==> config.mk <==
export PLATFORM = sky130hd
export DESIGN_NAME = dsc_drum_ctrl
export DESIGN_NICKNAME = d
export VERILOG_FILES = /design/src/hw/dsc_pkg.sv /design/src/hw/dsc_drum_ctrl.sv
export SDC_FILE = /design/constraint.sdc
export NUM_CORES = 1
export LEC_CHECK = 0
export BUFFER_PORTS_ARGS = -buffer_cell sky130_fd_sc_hd__buf_2
export CELL_PAD_IN_SITES_DETAIL_PLACEMENT = 1
export CELL_PAD_IN_SITES_GLOBAL_PLACEMENT = 2
export CORE_MARGIN = 4
export CORE_UTILIZATION = 30
export CTS_CLUSTER_DIAMETER = 60
export DETAILED_ROUTE_END_ITERATION = 8
export GPL_TIMING_DRIVEN = 1
export PLACE_DENSITY_LB_ADDON = 0.1
export SLEW_MARGIN = 20
export SYNTH_ARGS = -nofsm -noshare
export SYNTH_HDL_FRONTEND = slang
export SYNTH_SLANG_ARGS = --single-unit
==> constraint.sdc <==
create_clock -name pclk -period 8.75 [get_ports pclk]
set_clock_uncertainty 0.2 [all_clocks]
set_input_delay 1.3125 -clock pclk [delete_from_list [all_inputs] [get_ports pclk]]
set_output_delay 1.3125 -clock pclk [all_outputs]
set_load 0.005 [all_outputs]
==> src/hw/dsc_pkg.sv <==
// Drum storage controller constants, register map and types
// How it works
// - Up to eight bands of 4096 locations, each holding one 48-bit word
// - Consecutive words go to every second location; a band takes two revolutions
// - Controller turns the sequential word address into the physical location
// - Order refused unless all other input-output is idle and drum available
// - Accepted order seizes main memory until the order ends
// - Any count from one to 4096 words, starting at any location
// - On acceptance the order parameters load into controller registers
// - Select band, settle heads, start when first word's location arrives
// - Read delivers one whole 48-bit word at a time to the buffer
// - Write takes one whole 48-bit word at a time onto the band
// - One set of read and write channels, joined only to the active band
// - Past location 4095 continue at location zero of the next band
// - Bands zero to seven; no data moves while a band switch settles
// - Location fault on misplaced location zero; reading fault on missing bits
// - Location fault ends a write order; reading fault never ends an order
// - Continue signal after every ended order, completed or terminated
// - Protected band still reads; a write is accepted but raises location fault
// - Protection for all bands together or any chosen subset of bands
// - Ones and zeros are written with opposite current polarity
package dsc_pkg;
	localparam int WORD_W = 48;
	localparam int LOC_W = 12;
	localparam int BAND_W = 3;
	localparam int CNT_W = 13;
	localparam int ADDR_W = 15;
	localparam int NBANDS = 8;
	localparam logic [LOC_W-1:0] LOC_LAST = 12'hfff;
	localparam logic [BAND_W-1:0] BAND_LAST = 3'h7;
	localparam logic [CNT_W-1:0] CNT_ONE = 13'h0001;
	localparam int CLK_HZ = 50_000_000;
	localparam int BAND_SWITCH_US = 8000;
	localparam int ACCESS_MAX_US = 34000;
	localparam int BAND_SWITCH_CYC = BAND_SWITCH_US * (CLK_HZ / 1_000_000);
	localparam int ACCESS_MAX_CYC = ACCESS_MAX_US * (CLK_HZ / 1_000_000);
	localparam int TMR_W = 21;
	localparam logic [7:0] REG_FAULT = 8'h00;
	localparam logic [7:0] REG_STATUS = 8'h04;
	localparam logic [7:0] REG_CTRL = 8'h08;
	localparam logic [7:0] REG_PROGRESS = 8'h0c;
	localparam int FLT_LOC = 0;
	localparam int FLT_READ = 1;
	localparam int CTRL_EN = 0;
	localparam logic CTRL_RST = 1'b1;
	localparam int P_WORD = 0;
	localparam int P_PROT = 48;
	localparam int P_PALL = 56;
	localparam int P_READY = 57;
	localparam int P_LOC = 58;
	localparam int P_INDEX = 59;
	localparam int P_SOK = 60;
	localparam int PIN_W = 61;
	typedef enum logic [1:0] {
		DSC_IDLE = 2'b00,
		DSC_SETTLE = 2'b01,
		DSC_SEEK = 2'b10,
		DSC_FINISH = 2'b11
	} dsc_state_e;
endpackage

==> src/hw/dsc_drum_ctrl.sv <==
// Drum storage controller: order handling, interlaced transfer, faults, APB registers
//
// The APB register port and the register offsets were decided locally.
`timescale 1ns/1ps
`default_nettype none
module dsc_drum_ctrl import dsc_pkg::*; #(
	parameter int BAND_SWITCH_CYCLES = BAND_SWITCH_CYC,
	parameter int ACCESS_MAX_CYCLES = ACCESS_MAX_CYC
) (
	input wire logic pclk,
	input wire logic presetn,
	input wire logic psel,
	input wire logic penable,
	input wire logic pwrite,
	input wire logic [7:0] paddr,
	input wire logic [31:0] pwdata,
	output logic [31:0] prdata,
	output logic pready,
	output logic pslverr,
	input wire logic ord_valid,
	input wire logic ord_write,
	input wire logic [ADDR_W-1:0] ord_addr,
	input wire logic [CNT_W-1:0] ord_count,
	input wire logic others_busy,
	output logic ord_accept,
	output logic ord_refuse,
	output logic mem_seize,
	output logic cont_pulse,
	output logic word_strobe,
	output logic [WORD_W-1:0] rd_word,
	input wire logic [WORD_W-1:0] wr_word,
	input wire logic pin_ready,
	input wire logic pin_loc,
	input wire logic pin_index,
	input wire logic pin_sense_ok,
	input wire logic [WORD_W-1:0] pin_sense,
	input wire logic [NBANDS-1:0] pin_protect,
	input wire logic pin_protect_all,
	output logic [BAND_W-1:0] band_sel,
	output logic head_en,
	output logic write_gate,
	output logic [WORD_W-1:0] write_pos,
	output logic [WORD_W-1:0] write_neg
);
	typedef struct packed {
		dsc_state_e st;
		logic [PIN_W-1:0] s1;
		logic [PIN_W-1:0] s2;
		logic [PIN_W-1:0] s3;
		logic [PIN_W-1:0] pin;
		logic [LOC_W-1:0] pos;
		logic [LOC_W-1:0] seq;
		logic synced;
		logic wr;
		logic enable;
		logic pready;
		logic pslverr;
		logic accept;
		logic refuse;
		logic seize;
		logic cont;
		logic strobe;
		logic head;
		logic wgate;
		logic [BAND_W-1:0] band;
		logic [CNT_W-1:0] cnt;
		logic [TMR_W-1:0] tmr;
		logic [1:0] fault;
		logic [31:0] prdata;
		logic [WORD_W-1:0] rd_word;
		logic [WORD_W-1:0] wpos;
		logic [WORD_W-1:0] wneg;
	} dsc_regs_s;

	dsc_regs_s r_q;
	dsc_regs_s r_d;
	logic idx_ev;
	logic loc_ev;
	logic lfault;
	logic apb_acc;

	// Word index w sits at location 2w in the first pass, 2w-4095 in the second
	function automatic logic [LOC_W-1:0] dsc_interlace(input logic [LOC_W-1:0] w);
		return {w[LOC_W-2:0], w[LOC_W-1]};
	endfunction

	function automatic logic dsc_protected(input logic [PIN_W-1:0] p, input logic [BAND_W-1:0] b);
		return p[P_PALL] | p[P_PROT + int'(b)];
	endfunction

	always_comb begin
		r_d = r_q;
		// Three-stage filter: a pin level counts only once stages two and three agree
		r_d.s1 = {pin_sense_ok, pin_index, pin_loc, pin_ready, pin_protect_all, pin_protect, pin_sense};
		r_d.s2 = r_q.s1;
		r_d.s3 = r_q.s2;
		r_d.pin = (r_q.s2 & r_q.s3) | (r_q.pin & (r_q.s2 | r_q.s3));
		idx_ev = r_d.pin[P_INDEX] & ~r_q.pin[P_INDEX];
		loc_ev = r_d.pin[P_LOC] & ~r_q.pin[P_LOC];
		lfault = 1'b0;
		apb_acc = psel & penable & ~r_q.pready;
		r_d.accept = 1'b0;
		r_d.refuse = 1'b0;
		r_d.cont = 1'b0;
		r_d.strobe = 1'b0;
		r_d.wgate = 1'b0;
		r_d.wpos = '0;
		r_d.wneg = '0;

		// Index marks location zero arriving; a plain mark is the next location
		if (idx_ev) begin
			if (r_q.synced && r_q.pos != LOC_LAST && r_q.st != DSC_IDLE) begin
				lfault = 1'b1;
			end
			r_d.pos = '0;
			r_d.synced = 1'b1;
		end else if (loc_ev) begin
			if (r_q.synced && r_q.pos == LOC_LAST && r_q.st != DSC_IDLE) begin
				lfault = 1'b1;
			end
			r_d.pos = r_q.pos + 1'b1;
		end

		unique case (r_q.st)
			DSC_IDLE: begin
				if (ord_valid) begin
					if (others_busy || !r_q.pin[P_READY] || !r_q.enable || ord_count == '0) begin
						r_d.refuse = 1'b1;
					end else begin
						r_d.accept = 1'b1;
						r_d.seize = 1'b1;
						r_d.wr = ord_write;
						r_d.band = ord_addr[ADDR_W-1:LOC_W];
						r_d.seq = ord_addr[LOC_W-1:0];
						r_d.cnt = ord_count;
						r_d.fault = '0;
						r_d.tmr = '0;
						r_d.head = 1'b1;
						r_d.st = DSC_SETTLE;
					end
				end
			end
			DSC_SETTLE: begin
				// Same wait for first head setup and for a relay switch; no data moves
				r_d.tmr = r_q.tmr + 1'b1;
				if (r_q.tmr == TMR_W'(BAND_SWITCH_CYCLES - 1)) begin
					r_d.tmr = '0;
					if (r_q.wr && dsc_protected(r_q.pin, r_q.band)) begin
						lfault = 1'b1;
						r_d.st = DSC_FINISH;
					end else begin
						r_d.st = DSC_SEEK;
					end
				end
			end
			DSC_SEEK: begin
				r_d.tmr = r_q.tmr + 1'b1;
				if ((idx_ev || loc_ev) && r_d.pos == dsc_interlace(r_q.seq)) begin
					r_d.tmr = '0;
					r_d.strobe = 1'b1;
					r_d.cnt = r_q.cnt - 1'b1;
					r_d.seq = r_q.seq + 1'b1;
					if (r_q.wr) begin
						r_d.wgate = 1'b1;
						r_d.wpos = wr_word;
						r_d.wneg = ~wr_word;
					end else begin
						r_d.rd_word = r_d.pin[P_WORD +: WORD_W];
						if (!r_d.pin[P_SOK]) begin
							r_d.fault[FLT_READ] = 1'b1;
						end
					end
					if (r_q.cnt == CNT_ONE) begin
						r_d.st = DSC_FINISH;
					end else if (r_q.seq == LOC_LAST) begin
						// Running off band seven has nowhere to go: flagged and ended
						if (r_q.band == BAND_LAST) begin
							lfault = 1'b1;
							r_d.st = DSC_FINISH;
						end else begin
							r_d.band = r_q.band + 1'b1;
							r_d.st = DSC_SETTLE;
						end
					end
				end else if (r_q.tmr == TMR_W'(ACCESS_MAX_CYCLES - 1)) begin
					// No rotation marks at all would otherwise hold memory forever
					lfault = 1'b1;
					r_d.st = DSC_FINISH;
				end
			end
			DSC_FINISH: begin
				r_d.cont = 1'b1;
				r_d.seize = 1'b0;
				r_d.head = 1'b0;
				r_d.tmr = '0;
				r_d.st = DSC_IDLE;
			end
		endcase

		if (lfault) begin
			r_d.fault[FLT_LOC] = 1'b1;
			if (r_q.wr && r_q.st != DSC_FINISH) begin
				r_d.st = DSC_FINISH;
			end
		end

		// APB slave: one wait state, answer on the second access cycle
		r_d.pready = apb_acc;
		r_d.pslverr = 1'b0;
		r_d.prdata = '0;
		if (apb_acc) begin
			case (paddr)
				REG_FAULT: r_d.prdata = {30'h0, r_q.fault};
				REG_STATUS: r_d.prdata = {24'h0, r_q.band, r_q.synced, r_q.st, r_q.head, r_q.seize};
				REG_CTRL: begin
					r_d.prdata = {31'h0, r_q.enable};
					if (pwrite) begin
						r_d.enable = pwdata[CTRL_EN];
					end
				end
				REG_PROGRESS: r_d.prdata = {7'h0, r_q.seq, r_q.cnt};
				default: r_d.pslverr = 1'b1;
			endcase
		end
	end

	always_ff @(posedge pclk or negedge presetn) begin
		if (!presetn) begin
			r_q <= '0;
			r_q.enable <= CTRL_RST;
		end else begin
			r_q <= r_d;
		end
	end

	assign prdata = r_q.prdata;
	assign pready = r_q.pready;
	assign pslverr = r_q.pslverr;
	assign ord_accept = r_q.accept;
	assign ord_refuse = r_q.refuse;
	assign mem_seize = r_q.seize;
	assign cont_pulse = r_q.cont;
	assign word_strobe = r_q.strobe;
	assign rd_word = r_q.rd_word;
	assign band_sel = r_q.band;
	assign head_en = r_q.head;
	assign write_gate = r_q.wgate;
	assign write_pos = r_q.wpos;
	assign write_neg = r_q.wneg;
endmodule
`default_nettype wire

# --- After elaboration in Yosys (flattened, before gate mapping) ---
# Cells that the tools add are included.
totals:
  reg_bits: 497
  inputBits: 185
  out_inout_bits: 188
  elab_cells: 172
op_classes:
  addsub: 6
  n_lt_le_gt_ge: 1
  n_eq_ne: 24
  muxes: 67
  bitwise: 15
  reduce_logical: 31
op_table:
  columns: ["operator", "n"]
  rows:
  - ["$mux W96", 3]
  - ["$and A61 B61 Y61", 2]
  - ["$or A61 B61 Y61", 2]
  - ["$mux W39", 3]
  - ["$pmux W25 S4", 1]
  - ["$pmux W21 S4", 1]
  - ["$mux W12", 5]
  - ["$not A48 Y48", 1]
  - ["$pmux W16 S2", 1]
  - ["$mux W1", 29]
  - ["$mux W25", 1]
  - ["$add A12 B1 Y12 const B", 2]
  - ["$eq A12 B12 Y1 const B", 2]
  - ["$pmux W12 S2", 1]
  - ["$mux W2", 11]
  - ["$add A21 B1 Y21 const B", 1]
  - ["$eq A21 B19 Y1 const B", 1]
  - ["$eq A21 B21 Y1 const B", 1]
  - ["$mux W21", 1]
  - ["$ne A2 B2 Y1 const B", 10]
  - ["$eq A8 B4 Y1 const B", 2]
  - ["$reduce_and A3 Y1", 5]
  - ["$eq A13 B1 Y1 const B", 1]
  - ["$logic_not A13 Y1", 1]
  - ["28 further kinds", 56]

# --- Logic depth before layout (Yosys ltp) ---
depth:
  ltp_word: 13
  mapped_depth: 14

# --- Worst setup path after synthesis ---
# Ideal clock, no wire load.
synth_path:
  kind: "register -> register"
  from: "register r_q[239] (netlist name)"
  to: "register r_q, in the netlist rd_word[27]"
  arrival_ns: 3.224
  t_required_ns: 8.425
  path_slack_ns: 5.201
  path_stages_with_launch: 13
  path_buffers: 3
  period_less_slack_ns: 3.549
  cell_sequence: "dfrtp_1 > ha_1 > nand2_1 > or4_1 > a21oi_1 > xnor2_1 > nand3_1 > or4_1 > buf_2 > or3_4 > buf_6 > buf_6 > mux2_4"
synth_lines:
  columns: ["item", "line", "rtl"]
  rows:
  - ["start, declared", "dsc_drum_ctrl.sv:75", "dsc_regs_s r_q;"]
  - ["start signal, assigned", "dsc_drum_ctrl.sv:232", "r_q <= r_d;"]

==> flow_summary.yaml <==
logic_synthesis:
  synth-seq-cells: 490
  synth_edf_count: 0
  synthCells: 1391
  yosysWarnings: 0
  synth_cell_types: 74
  syn_area_per_cell_um2: 13.3
  synthFlopType: "dfrtp_1"
  synthArstFlopShare: 1.00
  syn_area_um2: 18500
  seq_area_frac_synth: 0.663
cts:
  cts_hold_buf: 0
  cts_sinks: 490
  post_cts_resized: 0
  cts.clk_slew.worst_paths_ps: 60
  cts_buffers: 58
  cts_max_level: 2
  clk_latency_ps: 610
  clock_path_buffers: 3
  post-cts-setup-buffers: 0
  cts_tree: "built"
  cts_root_buf: "clkbuf_16"
grt:
  antenna_found_initial: 7
  grt_pass1_vias: 11700
  grt_pass1_wl_mm: 74.6
  grt_remaining_overflow: 0
  grtUsageTotal: 0.145
  grt_max_degree: 132
finish:
  final_nets: 1775
  fillers: 6455
  fin_area_um2: 21800
  area_delta_synth_final_pct: 18.0
  stdcell_count: 2413
  drive_above_1_share: 0.321
  post-route-util: 0.360
timing:
  slew_headroom: 0.328
  max_freq_mhz: 206
  worst_pin_slew_ps: 1000
  min_period_ps: 4860
  setup_viol: 0
  hold_viol: 0
  fin_setup_tns_ps: 0
  post-route-period-util: 0.556
  fin_ws_ps: 3890
  whs_ps: 144
  slew_violations: 0
  rsz0062_at_grt: "false"
floorplan:
  die_y_um: 256
  ioPinCount: 373
  initial_core_util: 0.305
  die_x_um: 256
  die_area_um2: 65700
  rows: 90
  core_um2: 60700
pwr:
  leakage_nw: 10.8
  powerDensity_nw_per_um2: 249
  vdd.ir_drop.worst_mv: 0.129
  p_total_mw: 5.44
setup_path:
  reg2reg_to: "write_pos[15]$_DFF_PN0_"
  critPathMaxFanout: 49
  reg2reg_slack_ps: 3890
  cpLargestDelayFamily: "simple AND/OR/NAND/NOR gates"
  r2r_cells: 13
  worstSetupStartpointType: "flip-flop"
  crit_buf_inv: 3
  critPathArrivalTime_ps: 5210
  crit_chain: "ha_1 > nand2_1 > or4_1 > a21oi_1 > xnor2_1 > nand3_1 > or4_1 > nor2_4 > nand2_1 > buf_4 > inv_1 > buf_4 > and2_1"
  worst_setup_path_end_kind: "flip-flop"
  timing.rr.start: "r_q[239]$_DFF_PN0_"
  required_ps: 9100
  path_class: "flip-flop to flip-flop"
  crit_slowest_cell: "or4_1"
  crit_path_max_incr_delay_ps: 760
routing:
  detail-route-antenna-nets: 0
  drtIter0Drc: 454
  vias_per_cell: 4.49
  drc_errors: 0
  wire_per_inst_um: 19.9
  dr.pass1.iters: 4
  drt_wl_total_mm: 48.1
  vias: 10800
min_path:
  min_delay_path_depth: 0
  hold_start: "r_d[388]$_DFF_PN0_"
  min_to: "r_d[327]$_DFF_PN0_"
  hold_path_class: "flip-flop to flip-flop"
placed_design:
  pre_cts_ws_ps: 3730
  gp_congestion: 0.735
  dpl_cell_area_um2: 19800
  dp_cells: 2301
  port_buffers: 334
  dp_hpwl_mm: 33.4
run:
  maxCapViolCount: 0
status:
  run_status: "finished clean"
-- power breakdown --
group | switching, mW | internal, mW
Combinational | 0.186 | 0.168
Clock | 1.00 | 1.53
Sequential | 0.162 | 2.40
-- state kept, by name, indices dropped and copies added (netlist names) --
signal,flops
ord_accept,1
write_neg,48
rd_word,48
write_pos,48
ord_refuse,1
pslverr,1
write_gate,1
r_q,187
r_d,122
word_strobe,1
band_sel,3
cont_pulse,1
head_en,1
prdata,25
mem_seize,1
pready,1
-- cells in the mapped netlist, types with 20 or more instances --
library cell | instances | area share
maj3_1 | 61 | 0.033
o21ai_0 | 36 | 0.0097
nand3_1 | 31 | 0.0084
dfrtp_1 | 489 | 0.66
nor3_1 | 29 | 0.0078
mux2_4 | 20 | 0.016
and2_1 | 65 | 0.022
nand2_1 | 50 | 0.010
nor2_1 | 106 | 0.022
inv_1 | 20 | 0.0041
buf_4 | 179 | 0.073
mux2_2 | 35 | 0.021
clkbuf_1 | 30 | 0.0061
-- cells in the final DEF, fill, tap and decap left out, types with 6 or more instances in the layout --
cell       instances
clkinv_2           9
dfrtp_1          489
a22o_1            11
and2_1            65
buf_4             12
maj3_1            61
xnor2_1            8
a211oi_1           6
clkinv_4           6
mux2_2            35
nor3_1            29
clkbuf_16         59
clkbuf_8          16
and3_1            10
o21ai_0           36
nand4_1           10
a21o_1             6
or4_1              9
ha_1              11
buf_2            333
nor4_1             9
conb_1             7
a21oi_1           13
nand3_1           31
inv_1             20
mux2_4            20
nor2b_1           10
nor2_1           106
a2bb2oi_1          8
mux2i_1           16
o22ai_1            6
nand2_1           50
-- routing by layer --
metal	wire length (µm)	vias to the layer above	track usage
met5	16	-	0
met4	1460	2	0.0481
met3	2680	81	0.0365
met2	22400	242	0.227
met1	21500	5578	0.198
li1	-	4940	-
-- worst register-to-register path, delay by kind of cell, from the launching register on --
family	cells	cell delay [ps]
compound gates	1	230
buf+inv	3	1330
simple gates	7	2080
xor+xnor	1	170
flops	1	450
fa+ha+maj	1	350
-- cell type report --
cell class	count	area [µm²]	share of cell area
Multi-Input combinational cell	660	4630	0.212
Antenna cell	4	10.0	0.000458
Timing Repair Buffer	348	1810	0.0830
Tap cell	782	978	0.0448
Clock buffer	79	1710	0.0784
Clock inverter	29	350	0.0160
Inverter	21	78.8	0.00361
Sequential cell	490	12300	0.562
-- worst max-delay path by stage --
stage | from | to | slack (ps) | depth (start not counted)
2_1_floorplan | r_q[239]$_DFF_PN0_ | rd_word[27]$_DFFE_PN0P_ | 5200 | 12
3_3_place_gp | r_q[239]$_DFF_PN0_ | write_pos[25]$_DFF_PN0_ | 3760 | 13
3_5_place_dp | r_q[239]$_DFF_PN0_ | write_pos[18]$_DFF_PN0_ | 3730 | 13
4_1_cts | r_q[239]$_DFF_PN0_ | write_pos[15]$_DFF_PN0_ | 3700 | 13
5_1_grt | r_q[239]$_DFF_PN0_ | write_pos[17]$_DFF_PN0_ | 3500 | 13
6_report | r_q[239]$_DFF_PN0_ | write_pos[15]$_DFF_PN0_ | 3890 | 13
-- cell families (layout without fill, tap and decap cells) --
| family | Yosys count | in the layout | synth area share |
|---|---|---|---|
| flops | 490 | 490 | 0.663 |
| simple gates | 362 | 362 | 0.102 |
| buf+inv | 247 | 477 | 0.0886 |
| compound gates | 133 | 133 | 0.0505 |
| mux | 74 | 74 | 0.0498 |
| fa+ha+maj | 72 | 72 | 0.0404 |
| xor+xnor | 12 | 12 | 0.00568 |
| other cells | 1 | 11 | 0.000203 |
Note: power is estimated with default switching activity, not from simulation.
